### config.mk
export PLATFORM = sky130hd
export DESIGN_NAME = ass_top
export DESIGN_NICKNAME = d
export VERILOG_FILES = /design/src/hdl/ass_pkg.sv /design/src/hdl/ass_pulse_width.sv /design/src/hdl/ass_top.sv
export SDC_FILE = /design/constraint.sdc
export NUM_CORES = 1
export LEC_CHECK = 0
export BUFFER_PORTS_ARGS = -buffer_cell sky130_fd_sc_hd__buf_2
export CAP_MARGIN = 5
export CELL_PAD_IN_SITES_DETAIL_PLACEMENT = 0
export CELL_PAD_IN_SITES_GLOBAL_PLACEMENT = 2
export CORE_ASPECT_RATIO = 0.6
export CORE_UTILIZATION = 24
export DETAILED_ROUTE_END_ITERATION = 8
export GPL_TIMING_DRIVEN = 0
export PLACE_DENSITY_LB_ADDON = 0.08
export SLEW_MARGIN = 30
export SYNTH_ARGS = -nofsm -noshare
export SYNTH_HDL_FRONTEND = slang
export SYNTH_SLANG_ARGS = --single-unit
### constraint.sdc
create_clock -name sys_clk_i -period 2.49 [get_ports sys_clk_i]
set_input_delay 0.1245 -clock sys_clk_i [delete_from_list [all_inputs] [get_ports sys_clk_i]]
set_output_delay 0.1245 -clock sys_clk_i [all_outputs]
set_load 0.05 [all_outputs]
### src/hdl/ass_pkg.sv
// Behaviour
// - a terminal acts as analog source select when its function code is 16
// - with combination 00, select asserted takes the frequency command from the voltage input
// - with combination 00, select deasserted takes the frequency command from the current input
// - selection matters only when the frequency source is the analog terminal set
// - combination 00 voltage/current, 03 pot/current, others pot/voltage (on/off)
// - a reset request through the trip reset input cancels the trip state
// - the trip clears once the reset input has been held on for the minimum width (12 ms), before it is released
// - the alarm output clears no later than 30 ms after the reset input asserts
// - an active run command raises the restart flag as the alarm clears, with the reset input still held; the motor runs once it is released
// - function code 18: while asserted motor off, trip cleared once held for the minimum width, power-up reset on release after that
package ass_pkg;

    // ------------------------------------------------------------
    // terminal layout and function codes
    // ------------------------------------------------------------
    localparam int          NUM_TERM       = 7;
    localparam int          FUNC_W         = 8;
    localparam logic [7:0]  FUNC_ANALOG_SEL = 8'h10;
    localparam logic [7:0]  FUNC_TRIP_RST  = 8'h12;
    localparam logic [7:0]  FREQ_SRC_ANALOG = 8'h01;
    localparam logic [7:0]  COMB_VOLT_CURR = 8'h00;
    localparam logic [7:0]  COMB_POT_CURR  = 8'h03;
    localparam int          ANA_W          = 10;

    // ------------------------------------------------------------
    // timing
    // ------------------------------------------------------------
    localparam int CLK_MHZ          = 200;
    localparam int RS_MIN_WIDTH_US  = 12000;
    localparam int ALARM_CLR_MAX_US = 30000;
    localparam int RS_MIN_CYC       = RS_MIN_WIDTH_US * CLK_MHZ;
    localparam int ALARM_CLR_MAX_CYC = ALARM_CLR_MAX_US * CLK_MHZ;

    // ------------------------------------------------------------
    // reset values
    // ------------------------------------------------------------
    localparam logic [ANA_W-1:0] FREQ_RST = 10'h000;

    typedef enum logic [1:0] {
        SRC_VOLT,
        SRC_CURR,
        SRC_POT
    } ass_src_t;

    typedef enum logic [1:0] {
        ST_IDLE,
        ST_HOLD,
        ST_ARMED
    } ass_rst_st_t;

endpackage

### src/hdl/ass_pulse_width.sv
`timescale 1ns/1ps
module ass_pulse_width
    import ass_pkg::*;
#(
    parameter int MIN_CYC = RS_MIN_CYC
) (
    // clock and reset
    input  wire logic sys_clk_i,
    input  wire logic rstn_i,
    input  wire logic en_i,
    // level under test
    input  wire logic level_i,
    output logic      met_o
);

    localparam int CW = $clog2(MIN_CYC + 1);
    // met on the sample that completes the minimum width
    localparam logic [CW-1:0] CNT_MIN = CW'(MIN_CYC - 1);

    logic [CW-1:0] cnt_ff;
    logic [CW-1:0] nxt_cnt;
    wire           at_min;

    // ------------------------------------------------------------
    // saturating high-time counter
    // ------------------------------------------------------------
    assign at_min  = (cnt_ff == CNT_MIN);
    assign nxt_cnt = !level_i ? '0 : (at_min ? cnt_ff : cnt_ff + CW'(1));
    assign met_o   = at_min & level_i;

    always_ff @(posedge sys_clk_i or negedge rstn_i) begin
        if (!rstn_i) begin
            cnt_ff <= '0;
        end else if (en_i) begin
            cnt_ff <= nxt_cnt;
        end
    end

endmodule

### src/hdl/ass_top.sv
`timescale 1ns/1ps
module ass_top
    import ass_pkg::*;
#(
    parameter int MIN_PULSE_CYC = RS_MIN_CYC,
    parameter int N_TERM        = NUM_TERM
) (
    // clock, reset, enable
    input  wire logic                     sys_clk_i,
    input  wire logic                     rstn_i,
    input  wire logic                     en_i,
    // intelligent input terminals and their function settings
    input  wire logic [N_TERM-1:0]        term_i,
    input  wire logic [N_TERM*FUNC_W-1:0] input_terminal_function_settings_i,
    // frequency configuration
    input  wire logic [7:0]               freq_src_i,
    input  wire logic [7:0]               analog_select_combination_i,
    // converted analog values and the non-analog command
    input  wire logic [ANA_W-1:0]         volt_input_i,
    input  wire logic [ANA_W-1:0]         current_input_i,
    input  wire logic [ANA_W-1:0]         pot_input_i,
    input  wire logic [ANA_W-1:0]         freq_other_i,
    // drive status
    input  wire logic                     run_cmd_i,
    input  wire logic                     trip_event_i,
    // frequency command
    output logic [ANA_W-1:0]              freq_cmd_o,
    output logic [1:0]                    freq_src_sel_o,
    // trip and reset
    output logic                          trip_o,
    output logic                          alarm_o,
    output logic                          motor_off_o,
    output logic                          powerup_reset_o,
    output logic                          restart_o,
    output logic                          motor_run_o
);

    // ------------------------------------------------------------
    // terminal function decode
    // ------------------------------------------------------------
    function automatic logic fn_func_active(
        input logic [N_TERM*FUNC_W-1:0] codes,
        input logic [N_TERM-1:0]        levels,
        input logic [7:0]               code
    );
        logic hit;
        hit = 1'b0;
        for (int i = 0; i < N_TERM; i++) begin
            if (codes[i*FUNC_W +: FUNC_W] == code && levels[i]) begin
                hit = 1'b1;
            end
        end
        return hit;
    endfunction

    wire sel_lvl;
    wire rs_lvl;

    assign sel_lvl = fn_func_active(input_terminal_function_settings_i, term_i,
                                    FUNC_ANALOG_SEL);
    assign rs_lvl  = fn_func_active(input_terminal_function_settings_i, term_i,
                                    FUNC_TRIP_RST);

    // ------------------------------------------------------------
    // analog source resolution
    // ------------------------------------------------------------
    ass_src_t         src_sel;
    wire              comb_vc;
    wire              comb_pc;
    wire              src_analog;
    logic [ANA_W-1:0] ana_val;
    wire [ANA_W-1:0]  nxt_freq;

    assign comb_vc    = (analog_select_combination_i == COMB_VOLT_CURR);
    assign comb_pc    = (analog_select_combination_i == COMB_POT_CURR);
    assign src_analog = (freq_src_i == FREQ_SRC_ANALOG);

    always_comb begin
        src_sel = SRC_VOLT;
        if (comb_vc) begin
            src_sel = sel_lvl ? SRC_VOLT : SRC_CURR;
        end else if (comb_pc) begin
            src_sel = sel_lvl ? SRC_POT : SRC_CURR;
        end else begin
            src_sel = sel_lvl ? SRC_POT : SRC_VOLT;
        end
    end

    always_comb begin
        ana_val = volt_input_i;
        case (src_sel)
            SRC_CURR: ana_val = current_input_i;
            SRC_POT:  ana_val = pot_input_i;
            default:  ana_val = volt_input_i;
        endcase
    end

    assign nxt_freq = src_analog ? ana_val : freq_other_i;

    logic [ANA_W-1:0] freq_ff;
    logic [1:0]       src_ff;

    always_ff @(posedge sys_clk_i or negedge rstn_i) begin
        if (!rstn_i) begin
            freq_ff <= FREQ_RST;
            src_ff  <= SRC_VOLT;
        end else if (en_i) begin
            freq_ff <= nxt_freq;
            src_ff  <= src_sel;
        end
    end

    // ------------------------------------------------------------
    // trip reset pulse qualification
    // ------------------------------------------------------------
    wire width_met;

    ass_pulse_width #(
        .MIN_CYC   (MIN_PULSE_CYC)
    ) u_width (
        .sys_clk_i (sys_clk_i),
        .rstn_i    (rstn_i),
        .en_i      (en_i),
        .level_i   (rs_lvl),
        .met_o     (width_met)
    );

    ass_rst_st_t st_ff;
    ass_rst_st_t nxt_st;
    logic        clear_now;
    logic        release_now;

    always_comb begin
        nxt_st      = st_ff;
        clear_now   = 1'b0;
        release_now = 1'b0;
        case (st_ff)
            ST_IDLE: begin
                if (rs_lvl) begin
                    nxt_st = ST_HOLD;
                end
            end
            ST_HOLD: begin
                if (!rs_lvl) begin
                    nxt_st = ST_IDLE;
                end else if (width_met) begin
                    nxt_st    = ST_ARMED;
                    clear_now = 1'b1;
                end
            end
            ST_ARMED: begin
                if (!rs_lvl) begin
                    nxt_st      = ST_IDLE;
                    release_now = 1'b1;
                end
            end
            default: nxt_st = ST_IDLE;
        endcase
    end

    // ------------------------------------------------------------
    // trip state and drive outputs
    // ------------------------------------------------------------
    logic trip_ff;
    logic alarm_ff;
    logic motor_off_ff;
    logic pwr_rst_ff;
    logic restart_ff;
    logic run_ff;
    wire  nxt_trip;
    wire  nxt_run;

    // a new trip in the clearing cycle wins
    assign nxt_trip = trip_event_i ? 1'b1 : (clear_now ? 1'b0 : trip_ff);
    // drive runs only with no trip and no reset held
    assign nxt_run  = run_cmd_i & ~nxt_trip & ~rs_lvl;

    always_ff @(posedge sys_clk_i or negedge rstn_i) begin
        if (!rstn_i) begin
            st_ff <= ST_IDLE;
        end else if (en_i) begin
            st_ff <= nxt_st;
        end
    end

    always_ff @(posedge sys_clk_i or negedge rstn_i) begin
        if (!rstn_i) begin
            trip_ff  <= 1'b0;
            alarm_ff <= 1'b0;
        end else if (en_i) begin
            trip_ff  <= nxt_trip;
            alarm_ff <= nxt_trip;
        end
    end

    always_ff @(posedge sys_clk_i or negedge rstn_i) begin
        if (!rstn_i) begin
            motor_off_ff <= 1'b0;
            pwr_rst_ff   <= 1'b0;
        end else if (en_i) begin
            motor_off_ff <= rs_lvl;
            pwr_rst_ff   <= release_now;
        end
    end

    always_ff @(posedge sys_clk_i or negedge rstn_i) begin
        if (!rstn_i) begin
            restart_ff <= 1'b0;
            run_ff     <= 1'b0;
        end else if (en_i) begin
            restart_ff <= clear_now & trip_ff & ~trip_event_i & run_cmd_i;
            run_ff     <= nxt_run;
        end
    end

    // ------------------------------------------------------------
    // outputs
    // ------------------------------------------------------------
    assign freq_cmd_o      = freq_ff;
    assign freq_src_sel_o  = src_ff;
    assign trip_o          = trip_ff;
    assign alarm_o         = alarm_ff;
    assign motor_off_o     = motor_off_ff;
    assign powerup_reset_o = pwr_rst_ff;
    assign restart_o       = restart_ff;
    assign motor_run_o     = run_ff;

endmodule

# Word level (Yosys, flattened, before mapping)
# Cells that the tools add are included.
# word_totals
out_inout_bits	18
register_bits	41
in_bits	124
wordCells	97
# classes
add_sub_neg	1
n_eq_ne	25
reduce_logical	18
muxes	35
n_bitwise	9
# op_table
operator	count
$eq 8x5->1 const B	14
$mux 22	2
$add 22x1->22 const B	1
$eq 22x22->1 const B	1
$mux 1	22
$pmux 10 s2	1
$mux 2	8
$logic_and 1x1->1	14
$mux 10	1
$eq 8x1->1 const B	1
$eq 8x2->1 const B	1
$logic_not 8->1	1
$and 1x1->1	6
$ne 2x2->1 const B	3
$pmux 2 s3	1
$eq 2x1->1 const B	2
$eq 2x2->1 const B	2
$reduce_and 4->1	1
$ne 3x2->1 const B	1
$not 1->1	3
$logic_not 2->1	1
$reduce_and 2->1	1

# Longest topological paths before layout
# depth
ltp_word	18
depth_mapped	8
ltp_nobuf	6

# Cells and area by module
# Synthesis repeated with hierarchy kept, for this count alone.
# unflattened
hier_cells	283
area_unflattened_um2	2600.0
# modules_own_cells
module	n_inst	area_per_inst_um2	cells_each	seq_area_each_um2
ass_pulse_width	1	1301.2	148	550.5
ass_top	1	1298.7	135	475.5

# Worst setup path after synthesis
# OpenSTA, ideal clock, no wires.
# synth_path
kind	reg2reg
start	register u_width.cnt_ff[8]
end	register alarm_ff (netlist: alarm_o)
stages_incl_launch_ff	8
n_path_buf	1
setup_time_ns	0.121
required_ns	2.369
arrival_ns	1.745
period_less_slack_ns	1.866
setup_slack_ns	0.624
cell_sequence	dfrtp_1 -> buf_6 -> nor4b_4 -> and4_4 -> and2b_2 -> nand2_1 -> or4_1 -> a22o_1
# synth_via
elab_chain_len	7
# synth_rtl
item	line	text
start: declaration	ass_pulse_width.sv:20	logic [CW-1:0] cnt_ff;
start signal: assignment	ass_pulse_width.sv:35	cnt_ff <= nxt_cnt;
$eq 22x22->1	ass_pulse_width.sv:27	assign at_min = (cnt_ff == CNT_MIN);
$and 1x1->1	ass_pulse_width.sv:29	assign met_o = at_min & level_i;
$mux 1	ass_top.sv:146	end else if (width_met) begin
$mux 1	ass_top.sv:144	if (!rs_lvl) begin
$mux 1	ass_top.sv:137	case (st_ff)
$mux 1 (2 in a row)	ass_top.sv:174	assign nxt_trip = trip_event_i ? 1'b1 : (clear_now ? 1'b0 : trip_ff);
end signal: assignment	ass_top.sv:192	alarm_ff <= nxt_trip;
end: declaration	ass_top.sv:165	logic alarm_ff;
# No other way between the ends.
# A chain may end at the register's enable or synchronous reset.

# Final worst setup path
# layout_path
start	register u_width.cnt_ff[20]
end	register alarm_ff (netlist: alarm_o)
# Same word-level chain as after synthesis.

==> results.md <==
- Status: finished clean
- Top-count cell post-synth: dfrtp_1
- DP Wirelength: 7.118 mm
- Fmax achieved: 495.6 MHz
- Root buffer cell: clkbuf_16
- Antenna Cells: 0
- Worst R2R Path Depth: 6
- Number of flops mapped to enable cells by yosys: 0
- Cells after Synth: 287
- Hold/Removal Path Class: in2reg
- Placer Congestion: 0.7110
- Number of I/O pins: 142
- CP Capture Type: register
- #FFs+latches synth: 41
- H-Tree Depth: 2
- Fin. max-slew vios: 0
- Syn avg cell area: 8.968 um^2
- DIE WIDTH: 135.7 um
- Die area: 11160 um^2
- Initial antenna violation count: 0
- # setup viols final: 0
- Clk slew on worst S/H paths: 70 ps
- Hold Fails Final Rpt: 0
- WHS: 82.35 ps
- TritonCTS Buffers: 5
- Final net count: 561
- Post-synth top flop: dfrtp_1
- RSZ-0062 raised after global routing: no
- Seq/Total Area, Yosys: 0.3986
- Routed via count: 2758
- CTS resizes: 0
- Crit path launch type: register
- Vias per std cell: 4.822
- Num Clock Sinks: 41
- Filler Cells Inserted: 1076
- Setup TNS: 0 ps
- Synth area leaders: dfrtp_1, o21ai_0, a31oi_1
- Synth top area share: 0.3986
- Post-synth net total: 412
- Global-route wire length before repair: 14.12 mm
- Worst Skew: 6.353 ps
- Worst relative slew slack: 0.4847
- Internal: 1373 uW
- Worst VDD drop: 0.2722 mV
- Power Dens Cells: 501.2 nW/um^2
- Synth unique cells: 48
- Largest net degree at the start of global routing: 42
- Number of global-route vias before repair: 2647
- Ys Warns: 0
- Chip Height: 82.22 um
- CTS Hold Buffers Added: 1
- Final period util: 0.8103
- Synth top cells by count: dfrtp_1, nand2_1, o21ai_0
- Comb pwr share: 0.147
- Layout cells sized above 1: 0.4050
- GRT Util Overall: 0.1694
- Num rows: 28
- Sequential share of power: 0.376
- Total Wirelength: 9.121 mm
- Clock Latency Late Sink: 290 ps
- DRC violations left: 0
- PortBufs: 141
- Layout area overhead: 42.39%
- Critical path peak fanout: 4
- Sw Ratio: 0.2525
- Async SR Flop Fraction: 1.000
- Slew of the pin with the lowest slew margin: 767.1 ps
- Setup CP Type: reg2reg
- Minimum clock period: 2018 ps
- GRT Residual Overflow: 0
- CTS tree: yes
- Leak: 0.001651 uW
- Drt pass-1 iters: 4
- Core area: 10120 um^2
- Wire length per cell: 15.95 um
- Max-Cap Viols: 0
- Clock share of power: 0.477
- Critical Path RT: 2670 ps
- P_sw: 463.9 uW
- Mapped Area: 2574 um^2
- Initial DRC count: 85
- Yosys top cell by area: dfrtp_1
- Antenna viol nets, final: 0
- CP Data Arrival Time: 2200 ps
- CTS Buffer Depth: 2
- Starting Density: 0.2542
- Post-CTS Setup Inserts: 0
- Worst hold path depth: 3
==> area by class of cell <==
type / count / area, um^2 / share of cell area
Buffer: 15 / 85.08 / 0.02322
Clock buffer: 5 / 125.1 / 0.03414
Clock inverter: 3 / 68.82 / 0.01878
Inverter: 8 / 30.03 / 0.008194
Multi-Input combinational cell: 223 / 1443 / 0.3936
Sequential cell: 41 / 1026 / 0.2800
Tap cell: 135 / 168.9 / 0.04609
Timing Repair Buffer: 142 / 718.2 / 0.1960
==> kinds of logic (layout without fill, tap and decap cells) <==
| logic type | after synthesis | in the layout | share of synthesized area |
|---|---|---|---|
| xor gates and xnor gates | 17 | 17 | 0.05785 |
| muxes | 3 | 3 | 0.01312 |
| adders and majority gates | 1 | 1 | 0.004861 |
| and+or+nand+nor | 142 | 142 | 0.3325 |
| buffers and inverters | 23 | 173 | 0.04473 |
| DFF | 41 | 41 | 0.3986 |
| AOI/OAI and AO/OA | 60 | 60 | 0.1483 |
==> worst max-delay path, cell delays in order, from the launching register on <==
cell,delay [ps]
dfrtp_1,420
and4bb_2,340
and4_4,230
and2b_2,190
nand2_1,70
or4_1,460
a22o_1,200
==> layout by cell type, fill, tap and decap left out, types with 12 or more instances in the layout <==
cell type / instances
a31oi_1: 20
buf_2: 142
dfrtp_1: 41
nand2_1: 26
nand3_1: 17
nor2_1: 24
o21ai_0: 26
or3_1: 12
xnor2_1: 13
==> power groups by stage <==
stage | Clock (uW) | Combinational (uW) | Sequential (uW)
floorplan | 0 | 61.6 | 762
detailed placement | 0 | 271 | 703
finish | 876 | 271 | 691
global route | 921 | 295 | 692
global placement | 0 | 270 | 703
CTS | 899 | 273 | 690
==> path summary, 6_finish.rpt <==
kind,from,endpoint,slack (ps)
setup / recovery,u_width.cnt_ff[20]$_DFFE_PN0P_,alarm_o$_DFFE_PN0P_,470
hold / removal,current_input_i[6],freq_cmd_o[6]$_DFFE_PN0P_,80
setup reg to reg,u_width.cnt_ff[20]$_DFFE_PN0P_,alarm_o$_DFFE_PN0P_,470
hold reg to reg,restart_o$_DFFE_PN0P_,restart_o$_DFFE_PN0P_,490
max in group asynchronous,rstn_i,u_width.cnt_ff[11]$_DFFE_PN0P_,1710
min in group asynchronous,rstn_i,alarm_o$_DFFE_PN0P_,380
==> registers in the layout (all words and copies together) (netlist names) <==
name             count
freq_cmd_o          10
freq_src_sel_o       2
u_width.cnt_ff      22
motor_off_o          1
st_ff                2
powerup_reset_o      1
motor_run_o          1
restart_o            1
alarm_o              1
==> metal layers <==
metal / share of wire / global-route usage / vias to the layer above
li1: - / - / 1364
met1: 0.50 / 0.2336 / 1291
met2: 0.43 / 0.2745 / 95
met3: 0.059 / 0.03663 / 8
met4: 0.0061 / 0.03034 / 0
met5: 0 / 0 / -
==> per-stage QoR <==
stage	instances	util	setup slack, ps	total power, uW	cell area, um^2
after CTS	572	0.3615	248.6	1862	3660
after floorplan	287	-	624.2	823.7	2574
after global routing	572	0.3620	284.6	1908	3665
after global placement	563	0.3406	64.07	973.3	3448
final	572	0.3620	472.2	1837	3665
after detailed placement	563	0.3413	268.6	974.6	3456
Power figures use the tool's default switching activity.
